--- src/core/temp_defs.svh ---
`ifndef TEMP_DEFS_SVH
`define TEMP_DEFS_SVH

// register pointers
`define PTR_RESET        8'h00
`define REG_TEMP_LAST    8'h04
`define REG_ALARM1       8'h21
`define REG_ALARM2       8'h22
`define REG_OPEN         8'h23
`define REG_CONFIG       8'h30
`define REG_HYS          8'h38
`define REG_LOCAL_THR1   8'h39
`define REG_LOCAL_THR2   8'h3A
`define THR_GRP_LO       5'h08
`define THR_GRP_HI       5'h0B
`define THR_SLOT         2'h1

// reset values and special codes
`define CFG_RESET        16'h0F9C
`define HYS_RESET        16'h0080
`define THR_RESET        16'h7FC0
`define TEMP_RESET       16'h0000
`define TEMP_OPEN        16'h8000

// field positions
`define CFG_EN_HI        11
`define CFG_EN_LO        7
`define CFG_ONESHOT      6
`define CFG_SHUTDOWN     5
`define CFG_RATE_HI      4
`define CFG_RATE_LO      2
`define CFG_BUSY         1
`define FLAG_HI          11
`define FLAG_LO          7
`define OPEN_HI          11
`define OPEN_LO          8
`define HYS_MSB          15

// serial framing
`define BYTE_BITS        4'h8

// conversion timing
`define RATE_NONE        3'h7
`define RATE_MAX_SHIFT   3'h6
`define QUARTER_NS       250000000
`define CLK_NS           50

`endif

--- src/core/temp_pkg.sv ---
package temp_pkg;

  typedef logic [15:0] word_t;

  typedef enum logic [2:0] {
    B_IDLE  = 3'h0,
    B_RX    = 3'h1,
    B_RXACK = 3'h2,
    B_TX    = 3'h3,
    B_TXACK = 3'h4
  } bus_e;

  typedef enum logic [1:0] {
    K_ADDR = 2'h0,
    K_PTR  = 2'h1,
    K_MSB  = 2'h2,
    K_LSB  = 2'h3
  } kind_e;

  typedef enum logic [1:0] {
    C_IDLE  = 2'h0,
    C_START = 2'h1,
    C_WAIT  = 2'h2,
    C_GAP   = 2'h3
  } conv_e;

  typedef struct packed {
    logic       start;
    logic [2:0] channel;
  } meas_req_s;

  typedef struct packed {
    logic  done;
    logic  probeOpen;
    word_t result;
  } meas_rsp_s;

  typedef struct packed {
    logic       found;
    logic [2:0] ch;
  } chan_sel_s;

  typedef struct packed {
    logic       hit;
    logic [3:0] idx;
  } thr_sel_s;

  typedef struct packed {
    bus_e             bus;
    kind_e            kind;
    logic [3:0]       bitCnt;
    logic [7:0]       sh;
    logic             rw;
    logic [7:0]       ptr;
    logic [7:0]       wrMsb;
    word_t            tx;
    logic             sdaOut;
    logic             sdaOe;
    logic             sclPrev;
    logic             sdaPrev;
    conv_e            conv;
    logic [2:0]       ch;
    logic [4:0]       en;
    logic             singleShot;
    logic             shutdown;
    logic [2:0]       rate;
    word_t            hys;
    logic [9:0][15:0] thr;
    logic [4:0][15:0] temp;
    logic [3:0]       open;
    logic [4:0]       alarm1;
    logic [4:0]       alarm2;
    logic [22:0]      tick;
    logic [6:0]       quarters;
    meas_req_s        req;
    logic             pin1Oe;
    logic             pin2Oe;
  } state_s;

endpackage

--- src/core/alarm_hyst.sv ---
`timescale 1ns/1ps
module alarm_hyst (
  input  wire logic        flag,
  input  wire logic [15:0] temp,
  input  wire logic [15:0] limit,
  input  wire logic [15:0] hys,
  output logic             flagNext
);
  logic signed [16:0] tempS;
  logic signed [16:0] limS;
  logic signed [16:0] lowS;

  // one extra bit so limit minus hysteresis cannot wrap
  assign tempS = $signed({temp[15], temp});
  assign limS  = $signed({limit[15], limit});
  assign lowS  = limS - $signed({1'b0, hys});

  always_comb begin
    flagNext = flag;
    if (tempS > limS) begin
      flagNext = 1'b1;
    end else if (tempS < lowS) begin
      flagNext = 1'b0;
    end
  end
endmodule

--- src/core/temp_sensor_status_config.sv ---
// Function
// - pointer is zero after reset so plain reads give local temperature
// - writes to unmapped pointers are acknowledged but change nothing
// - pointer byte is acknowledged even when the pointer is unmapped
// - first alarm flag sets when temperature exceeds first limit
// - flag clears only below limit minus shared hysteresis
// - second alarm flags behave alike with second limits
// - first alarm status: local at bit 7, remotes at 8 to 11
// - second alarm status uses the same bit positions
// - open probe on remote channel sets its bit at 8 to 11
// - open remote channel reports the most negative temperature code
// - open status reaches alarm pins only through the alarm flags
// - config enables at 11:8 and 7, all set after reset
// - one-shot bit 6, shutdown bit 5 clear; rate 4:2 resets to 111
// - busy bit 1 shows conversion in progress and ignores writes
// - continuous rounds run local then remote 1 through 4
// - disabled channels are skipped, others keep their order
// - all enables zero forces shutdown, reading one-shot 0 shutdown 1
// - mode from shutdown and one-shot; enables read back as written
// - rate selects 16 s down to 0.25 s gap; 111 gives none
// - hysteresis most significant bit always reads zero
`timescale 1ns/1ps
`include "temp_defs.svh"
module temp_sensor_status_config #(
  parameter logic [6:0] DEV_ADDR       = 7'h48,
  parameter int         QUARTER_CYCLES = `QUARTER_NS / `CLK_NS
) (
  input  wire logic               core_clk,
  input  wire logic               resetn,
  input  wire logic               scl,
  input  wire logic               sdaIn,
  output logic                    sdaOut,
  output logic                    sdaOe,
  input  wire temp_pkg::meas_rsp_s measRsp,
  output temp_pkg::meas_req_s     measReq,
  output logic                    primaryAlarmOe,
  output logic                    secondaryAlarmOe
);
  import temp_pkg::*;

  localparam word_t CFG_POR = `CFG_RESET;
  localparam state_s RESET_STATE = '{
    bus:    B_IDLE,
    kind:   K_ADDR,
    ptr:    `PTR_RESET,
    conv:   C_IDLE,
    en:     CFG_POR[`CFG_EN_HI:`CFG_EN_LO],
    singleShot: CFG_POR[`CFG_ONESHOT],
    shutdown:   CFG_POR[`CFG_SHUTDOWN],
    rate:   CFG_POR[`CFG_RATE_HI:`CFG_RATE_LO],
    hys:    `HYS_RESET,
    thr:    {10{`THR_RESET}},
    temp:   {5{`TEMP_RESET}},
    default: '0
  };

  state_s     s;
  state_s     n;
  word_t      newTemp;
  logic [4:0] nxt1;
  logic [4:0] nxt2;
  logic       convDone;
  logic       wrStrobe;
  word_t      wrData;

  function automatic thr_sel_s thrSel(input logic [7:0] p);
    thrSel = '0;
    if (p == `REG_LOCAL_THR1 || p == `REG_LOCAL_THR2) begin
      thrSel.hit = 1'b1;
      // local first limit sits at the odd pointer, second at the even one
      thrSel.idx = {3'h0, ~p[0]};
    end else if (p[7:3] >= `THR_GRP_LO && p[7:3] <= `THR_GRP_HI &&
                 p[2:1] == `THR_SLOT) begin
      thrSel.hit = 1'b1;
      thrSel.idx = {3'(p[4:3] + 2'h1), p[0]};
    end
  endfunction

  function automatic chan_sel_s nextChan(input logic [4:0] en,
                                         input logic [2:0] from);
    nextChan = '0;
    for (int i = 4; i >= 0; i--) begin
      if (en[i] && 3'(i) >= from) begin
        nextChan.found = 1'b1;
        nextChan.ch    = 3'(i);
      end
    end
  endfunction

  function automatic word_t readReg(input state_s st, input logic [7:0] p);
    thr_sel_s ts;
    ts = thrSel(p);
    readReg = '0; // reserved and unmapped bits read zero
    if (p <= `REG_TEMP_LAST) begin
      readReg = st.temp[p[2:0]];
    end else if (p == `REG_ALARM1) begin
      readReg[`FLAG_HI:`FLAG_LO] = st.alarm1;
    end else if (p == `REG_ALARM2) begin
      readReg[`FLAG_HI:`FLAG_LO] = st.alarm2;
    end else if (p == `REG_OPEN) begin
      readReg[`OPEN_HI:`OPEN_LO] = st.open;
    end else if (p == `REG_CONFIG) begin
      readReg[`CFG_EN_HI:`CFG_EN_LO]     = st.en;
      readReg[`CFG_ONESHOT]              = st.singleShot;
      readReg[`CFG_SHUTDOWN]             = st.shutdown;
      readReg[`CFG_RATE_HI:`CFG_RATE_LO] = st.rate;
      readReg[`CFG_BUSY] = (st.conv == C_START) ||
                           (st.conv == C_WAIT);
    end else if (p == `REG_HYS) begin
      readReg = st.hys;
    end else if (ts.hit) begin
      readReg = st.thr[ts.idx];
    end
  endfunction

  // an open remote probe overrides whatever the converter measured
  assign convDone = (s.conv == C_WAIT) && measRsp.done;
  assign newTemp  = (s.ch != 3'h0 && measRsp.probeOpen) ?
                    `TEMP_OPEN : measRsp.result;

  genvar g;
  generate
    for (g = 0; g < 5; g++) begin : gAlarm
      alarm_hyst uFirst (
        .flag     (s.alarm1[g]),
        .temp     (newTemp),
        .limit    (s.thr[2*g]),
        .hys      (s.hys),
        .flagNext (nxt1[g])
      );
      alarm_hyst uSecond (
        .flag     (s.alarm2[g]),
        .temp     (newTemp),
        .limit    (s.thr[2*g+1]),
        .hys      (s.hys),
        .flagNext (nxt2[g])
      );
    end
  endgenerate

  always_comb begin
    word_t     rd;
    chan_sel_s sel;
    thr_sel_s  ts;
    logic      sclRise;
    logic      sclFall;
    logic      startC;
    logic      stopC;
    rd       = '0;
    sel      = '0;
    ts       = '0;
    wrStrobe = 1'b0;
    n        = s;
    n.req.start = 1'b0;
    sclRise  = scl & ~s.sclPrev;
    sclFall  = ~scl & s.sclPrev;
    startC   = scl & s.sclPrev & s.sdaPrev & ~sdaIn;
    stopC    = scl & s.sclPrev & ~s.sdaPrev & sdaIn;
    n.sclPrev = scl;
    n.sdaPrev = sdaIn;

    // serial slave: the pointer never auto-increments
    if (stopC) begin
      n.bus   = B_IDLE;
      n.sdaOe = 1'b0;
    end else if (startC) begin
      n.bus    = B_RX;
      n.kind   = K_ADDR;
      n.bitCnt = '0;
      n.sdaOe  = 1'b0;
    end else begin
      unique case (s.bus)
        B_IDLE: begin
        end
        B_RX: begin
          if (sclRise) begin
            n.sh     = {s.sh[6:0], sdaIn};
            n.bitCnt = s.bitCnt + 4'h1;
          end else if (sclFall && s.bitCnt == `BYTE_BITS) begin
            n.bus   = B_RXACK;
            n.sdaOe = 1'b1;
            unique case (s.kind)
              K_ADDR: begin
                n.rw = s.sh[0];
                if (s.sh[7:1] != DEV_ADDR) begin
                  n.bus   = B_IDLE;
                  n.sdaOe = 1'b0;
                end
              end
              K_PTR: n.ptr = s.sh; // acked whether mapped or not
              K_MSB: n.wrMsb = s.sh;
              K_LSB: wrStrobe = 1'b1; // acked before decoding
            endcase
          end
        end
        B_RXACK: begin
          if (sclFall) begin
            n.sdaOe  = 1'b0;
            n.bitCnt = '0;
            if (s.kind == K_ADDR && s.rw) begin
              rd      = readReg(s, s.ptr);
              n.tx    = rd;
              n.sh    = rd[15:8];
              n.sdaOe = ~rd[15];
              n.kind  = K_MSB;
              n.bus   = B_TX;
            end else begin
              n.bus  = B_RX;
              n.kind = (s.kind == K_LSB) ? K_MSB : kind_e'(s.kind + 2'h1);
            end
          end
        end
        B_TX: begin
          if (sclRise) begin
            n.bitCnt = s.bitCnt + 4'h1;
          end else if (sclFall) begin
            if (s.bitCnt == `BYTE_BITS) begin
              n.sdaOe = 1'b0;
              n.bus   = B_TXACK;
            end else begin
              n.sdaOe = ~s.sh[6];
              n.sh    = {s.sh[6:0], 1'b0};
            end
          end
        end
        B_TXACK: begin
          if (sclRise && sdaIn) begin
            n.bus = B_IDLE;
          end else if (sclFall) begin
            n.bus    = B_TX;
            n.bitCnt = '0;
            if (s.kind == K_MSB) begin
              n.kind  = K_LSB;
              n.sh    = s.tx[7:0];
              n.sdaOe = ~s.tx[7];
            end else begin
              rd      = readReg(s, s.ptr);
              n.tx    = rd;
              n.kind  = K_MSB;
              n.sh    = rd[15:8];
              n.sdaOe = ~rd[15];
            end
          end
        end
        default: begin
          n.bus   = B_IDLE;
          n.sdaOe = 1'b0;
        end
      endcase
    end

    // conversion sequencer
    unique case (s.conv)
      C_IDLE: begin
        sel = nextChan(s.en, 3'h0);
        if (sel.found && (~s.shutdown || s.singleShot)) begin
          n.ch   = sel.ch; // lowest enabled first
          n.conv = C_START;
        end
      end
      C_START: begin
        if (s.en[s.ch]) begin
          n.req.start   = 1'b1;
          n.req.channel = s.ch;
          n.conv        = C_WAIT;
        end else begin
          n.conv = C_IDLE; // enable dropped meanwhile
        end
      end
      C_WAIT: begin
        if (measRsp.done) begin
          n.temp[s.ch]   = newTemp;
          n.alarm1[s.ch] = nxt1[s.ch];
          n.alarm2[s.ch] = nxt2[s.ch];
          if (s.ch != 3'h0) begin
            n.open[2'(s.ch - 3'h1)] = measRsp.probeOpen;
          end
          sel = nextChan(s.en, s.ch + 3'h1);
          if (sel.found) begin
            n.ch   = sel.ch;
            n.conv = C_START;
          end else if (s.shutdown) begin
            n.singleShot = 1'b0; // single round done
            n.conv       = C_IDLE;
          end else if (s.rate == `RATE_NONE) begin
            // no idle slot, so busy stays up between rounds
            sel    = nextChan(s.en, 3'h0);
            n.ch   = sel.ch;
            n.conv = C_START; // back to back rounds
          end else begin
            n.conv     = C_GAP;
            n.tick     = '0;
            n.quarters = 7'(7'h01 << (`RATE_MAX_SHIFT - s.rate));
          end
        end
      end
      C_GAP: begin
        if (s.tick == 23'(QUARTER_CYCLES - 1)) begin
          n.tick     = '0;
          n.quarters = s.quarters - 7'h01;
          if (s.quarters == 7'h01) begin
            n.conv = C_IDLE;
          end
        end else begin
          n.tick = s.tick + 23'h1;
        end
      end
    endcase

    // host write comes last so it wins over the sequencer's one-shot clear
    wrData = {s.wrMsb, s.sh};
    ts     = thrSel(s.ptr);
    if (wrStrobe) begin
      if (s.ptr == `REG_CONFIG) begin
        n.en   = wrData[`CFG_EN_HI:`CFG_EN_LO];
        n.rate = wrData[`CFG_RATE_HI:`CFG_RATE_LO];
        if (wrData[`CFG_EN_HI:`CFG_EN_LO] == 5'h00) begin
          n.shutdown   = 1'b1; // nothing to convert
          n.singleShot = 1'b0;
        end else begin
          n.shutdown   = wrData[`CFG_SHUTDOWN];
          n.singleShot = wrData[`CFG_ONESHOT];
        end
      end else if (s.ptr == `REG_HYS) begin
        n.hys = {1'b0, wrData[`HYS_MSB-1:0]};
      end else if (ts.hit) begin
        n.thr[ts.idx] = wrData;
      end
    end

    // pins see only the flags, never the open status
    n.pin1Oe = |n.alarm1;
    n.pin2Oe = |n.alarm2;
  end

  always_ff @(posedge core_clk or negedge resetn) begin
    if (!resetn) begin
      s <= RESET_STATE;
    end else begin
      s <= n;
    end
  end

  assign sdaOut           = s.sdaOut;
  assign sdaOe            = s.sdaOe;
  assign measReq          = s.req;
  assign primaryAlarmOe   = s.pin1Oe;
  assign secondaryAlarmOe = s.pin2Oe;

  logic      startC_w;
  logic      stopC_w;
  chan_sel_s afterSel;
  thr_sel_s  ptrSel;
  assign startC_w = scl & s.sclPrev & s.sdaPrev & ~sdaIn;
  assign stopC_w  = scl & s.sclPrev & ~s.sdaPrev & sdaIn;
  assign afterSel = nextChan(s.en, s.ch + 3'h1);
  assign ptrSel   = thrSel(s.ptr);

  logic belowLow0;
  assign belowLow0 = $signed({newTemp[15], newTemp}) <
                     $signed({s.thr[0][15], s.thr[0]}) -
                     $signed({1'b0, s.hys});
endmodule

--- config.mk ---
export PLATFORM = sky130hd
export DESIGN_NAME = temp_sensor_status_config
export DESIGN_NICKNAME = d
export VERILOG_FILES = /design/src/core/temp_pkg.sv /design/src/core/alarm_hyst.sv /design/src/core/temp_sensor_status_config.sv
export VERILOG_INCLUDE_DIRS = /design/src /design/src/core
export SDC_FILE = /design/constraint.sdc
export NUM_CORES = 1
export LEC_CHECK = 0
export BUFFER_PORTS_ARGS = -buffer_cell sky130_fd_sc_hd__buf_2
export CORE_ASPECT_RATIO = 0.7
export CORE_MARGIN = 2
export CORE_UTILIZATION = 40
export CTS_BUF_LIST = sky130_fd_sc_hd__clkbuf_2 sky130_fd_sc_hd__clkbuf_4 sky130_fd_sc_hd__clkbuf_8
export CTS_CLUSTER_DIAMETER = 60
export DETAILED_ROUTE_END_ITERATION = 12
export PLACE_DENSITY_LB_ADDON = 0.2
export SLEW_MARGIN = 20
export SYNTH_ARGS = -nofsm -noshare
export SYNTH_HDL_FRONTEND = slang
export SYNTH_HIERARCHICAL = 1
export SYNTH_SLANG_ARGS = --single-unit
--- constraint.sdc ---
create_clock -name core_clk -period 11.4 [get_ports core_clk]
set_clock_uncertainty 0.1 [all_clocks]
set_input_delay 1.14 -clock core_clk [delete_from_list [all_inputs] [get_ports core_clk]]
set_output_delay 1.14 -clock core_clk [all_outputs]
set_load 0.1 [all_outputs]
Word level (Yosys, flattened, before mapping)
Cells that the tools add are included.
Word-level totals
  flip-flop bits (word level): 365
  bits of input ports: 22
Cells by class
  order comparisons: 37
  $add $sub $neg: 18
  equal/unequal tests: 55
  muxes and demuxes: 201
  bitwise logic cells: 22
  reductions and logical operators: 50
  shift-type cells: 1
Operator list (count)
  16-bit 2-to-1 mux: 23
  160-bit 2-to-1 mux: 2
  181-bit 2-to-1 mux: 1
  175-bit 2-to-1 mux: 1
  16-bit by 17-bit less-than comparator with 1-bit output: 10
  16-bit by 16-bit subtractor with 17-bit output: 10
  160-bit bitwise mux: 1
  16-bit > comparator: 10
  16-bit binary-select mux with 4-bit select: 2
  4-bit 2-to-1 mux: 27
  5-bit 2-to-1 mux: 21
  8-bit 2-to-1 mux: 12
  30-bit 2-to-1 mux: 3
  80-bit bitwise mux: 1
  17-bit 2-to-1 mux: 4
  16-bit demux with 4-bit select: 1
  30-bit case mux with 2 select lines: 1
  8-bit by 6-bit equality test with 1-bit output (second input constant): 7
  1-bit 2-to-1 mux: 52
  16-bit binary-select mux with 3-bit select: 1
  16-bit demux with 3-bit select: 1
  12-bit case mux with 4 select lines: 1
  40-bit 2-to-1 mux: 1
  7-bit 2-to-1 mux: 5
  76 further kinds: 186

Longest topological paths before layout
  word-level depth: 34
  gate-level depth with buffers: 22
  depth with buffers taken out: 22

By module
The synthesis kept the hierarchy.
Modules (own cells, without submodules)
  temp_sensor_status_config: area an instance 18361.4 sq um, sequential area each 9257.6 sq um, instances 1, cells an instance 1714
  alarm_hyst (gAlarm[1].uFirst ...): area an instance 1672.9 sq um, sequential area each 0.0 sq um, instances 6, cells an instance 229
  alarm_hyst (gAlarm[0].uFirst ...): area an instance 1681.6 sq um, sequential area each 0.0 sq um, instances 3, cells an instance 230
  alarm_hyst (gAlarm[0].uSecond): area an instance 1661.6 sq um, sequential area each 0.0 sq um, instances 1, cells an instance 229

Least setup slack after synthesis
No wires, ideal clock.
  path kind: input to register
  start point: in measRsp[16] (netlist bit)
  end point: reg s (netlist bit primaryAlarmOe)
  setup slack: 6.536 ns
  library setup time: 0.126 ns
  arrival time: 4.638 ns
  required time: 11.174 ns
  stages on the path: 17
  path buffers: 1
  path through: o21ai_1 > clkbuf_1 > nand2_1 > inv_1 > ha_1 > and4_1 > and2_1 > o311a_1 > a211oi_2 > mux2i_1 > o22ai_1 > mux4_2 > nand2_1 > nand2_1 > mux2_2 > nor4_1 > nand2b_1
RTL lines
  from (decl): RTL line temp_sensor_status_config.sv:34  | input wire temp_pkg::meas_rsp_s measRsp,
  to (signal assigned): RTL line temp_sensor_status_config.sv:340  | s <= n;
  to (decl): RTL line temp_sensor_status_config.sv:57  | state_s s;

==> impl_results.md <==
- Worst VDD drop: 92.5 uV
- Synth warn: 6
- Largest net degree at the start of global routing: ~100
- Sequential power share: 42.5%
- Net Switching: 1.07 mW
- Worst skew pair latency: around 730 ps
- Period utilisation layout: a little over half
- 1st-pass router iterations: 8
- Post-synth top area share: 19.0%
- Comb power frac: 16.9%
- First-pass GRT wire length: 187,000 um
- # hold bufs at CTS: 0
- Status: completed
- Post-synth ARST share: 100%
- TritonCTS Buffers: 61
- I/O Buffers: 28
- CP Data Required Time: 11,880 ps
- Via density: 5.90
- Fin util: 43.9%
- Post_cts resized: 0
- Final ANT Viol Nets: 0
- Iter 0 DRT Violations: 2,886
- Slew @ Worst Pin: 1140 ps
- Count of final setup violators: 0
- Mapped cell area: around 35,000 sq um
- Root buffer cell: clkbuf_8
- Post-synthesis sequential area ratio: 26.4%
- GPL Wtd Cong: 1.03
- Synth area leaders: dfrtp_1, ha_1, dfstp_2
- Pleak: 16.2 nW
- EDFF count, synth: 0
- Number of synthesized register bits: 365
- TritonCTS clock tree: built
- Worst-path clk slew: approximately 70 ps
- Worst setup SP type: register
- RSZ-0062 raised after global routing: no
- Initial antenna violation count: 1
- Slew Viols, Final: 0
- Layout cells sized above 1: 16.6%
- Pint: 2.23 mW
- Nets: between 4,000 and 5,000
- Layout Cells excl Fill: between 5,000 and 6,000
- Post-DR wirelength/cell: 24.0 um
- H-tree depth: 2
- CTS max path bufs: 3
- Total global-route track usage: 27.6%
- Min cycle time layout: 6220 ps
- Vias post-DR: 31,000
- CTS Sinks: 365
- Min-Delay Path Class: in -> async
- Chip Width: 358 um
- Die height: 252 um
- GRT overflow: 0
- Clock network fraction of total power: about 40%
- Post-synth top cells: ha_1, inv_1, nand2_1
- Sw Share: 32.3%
- Die area: about 90,000 sq um
- Cell with the most instances after synthesis: ha_1
- Pre-CTS WS: around 5200 ps
- I/O pin cnt: 30
- Leading area contributor after synthesis: dfrtp_1
- Post-CTS Setup Repair Bufs: 0
- Syn-to-layout area delta: 8.27%
- Critical path class: reg -> reg
- Placed cells: 5,125
- Count of cell types in the netlist: approximately 110
- Final HPWL DP: 94,000 um
- Initial core utilization: 40.5%
- Max Fanout on Critical Path: 18
- Vias in the first global route: 28,300
- Final hold vios: 0
- Ys flop type: dfrtp_1
- Core ar.: 86,600 sq um
- Max-Cap Viols: 0
- Peak Freq: around 160 MHz
- Standard-cell rows: 90
- Arrival time at the worst endpoint: 6710 ps
- TNS Setup: 0 ps
- R2r setup slk: 5180 ps
- Worst slack on hold paths: 355 ps
- Final WS setup: between 5000 and 6000 ps
- CP Capture Type: register
- Drc violations: 0
- PD cells: 86.8 nW/um^2
- Post-Synthesis Cells: 4,007
- Synth Area per Inst: 8.76 sq um
- WL final: roughly 130,000 um
- Rel. slew slack: 23.7%
-- cells in the final DEF, fill, tap and decap left out, drive strengths merged, types with 95 or more instances in the layout --
cell type  Yosys  layout
ha           498     498
inv          426     425
nand2        342     342
a21oi        311     311
o21ai        296     296
dfrtp        266     266
mux2         221     221
nor2         194     194
dfstp         99      99
nand3         95      95
-- power groups by stage --
stage	sequential [mW]	combinational, mW	clock, mW
finish	1.40	0.557	1.34
global route	1.40	0.606	1.42
CTS	1.40	0.549	1.36
detailed placement	1.42	0.545	0
global placement	1.42	0.542	0
floorplan	1.39	0.325	0
-- worst max-delay path, stage by stage (launching register included) --
cell      delay (ps)
dfrtp_1          590
inv_1            250
ha_1             240
inv_1             60
o21ai_1          140
buf_4            270
nor2b_1          450
inv_2            390
buf_4            390
ha_1             380
and4_1           240
and2_1           170
o311a_1          130
a211oi_2         220
mux2i_1          360
o22ai_1          280
mux4_2           510
nand2_1           80
nand2_1          110
mux2_2           300
nor4_1           310
nand2b_1         100
-- layout make-up --
class	count	area, sq um
clock buffers	93	1170
clock inverters	23	234
well taps	1150	1440
diodes	4	10.0
fillers	8599	48600
inverters	430	1610
repair buffers	81	548
flip-flops and latches	365	9260
multi-input cells	3099	23700
-- metrics by stage --
step / total power, mW / instance area [sq um]
CTS: 3.30 / 38000
detailed placement: 1.96 / 36600
floorplan: 1.71 / 35100
finish: 3.30 / 38000
global route: 3.42 / 38000
global placement: 1.96 / 36600
-- worst paths after layout --
path,depth (start not counted),start,endpoint
worst max-delay path,21,s[316],primaryAlarmOe
worst min register to register,2,s[57],s[57]
max in group asynchronous,3,resetn,s[77]
min in group core_clk,2,s[57],s[57]
worst min-delay path,1,resetn,s[22]
worst max register to register,21,s[316],primaryAlarmOe
-- registers in the layout, summed over array words and instances (netlist names) --
signal,count
secondaryAlarmOe,1
s,358
primaryAlarmOe,1
measReq,4
sdaOe,1
-- cells by family (layout without fill, tap and decap cells) --
family / Yosys count / count (layout) / share of synthesized area [%]
AOI/OAI and AO/OA: 1108 / 1108 / 21.5
xor gates and xnor gates: 125 / 125 / 3.12
adders and majority gates: 508 / 508 / 18.3
buffers and inverters: 553 / 627 / 6.17
DFF: 365 / 365 / 26.4
muxes: 273 / 273 / 8.96
other: 1 / 15 / 0.0107
and+or+nand+nor: 1074 / 1074 / 15.6
-- routing by layer --
layer | track usage, % | vias up | part of all wire (%)
met5 | 0 | - | 0
met4 | 6.96 | 0 | 2.6
met3 | 4.87 | 165 | 8.8
met2 | 36.8 | 1103 | 38
met1 | 44.4 | 15000 | 50
li1 | - | 14700 | -
Note: power is estimated with default switching activity, not from simulation.
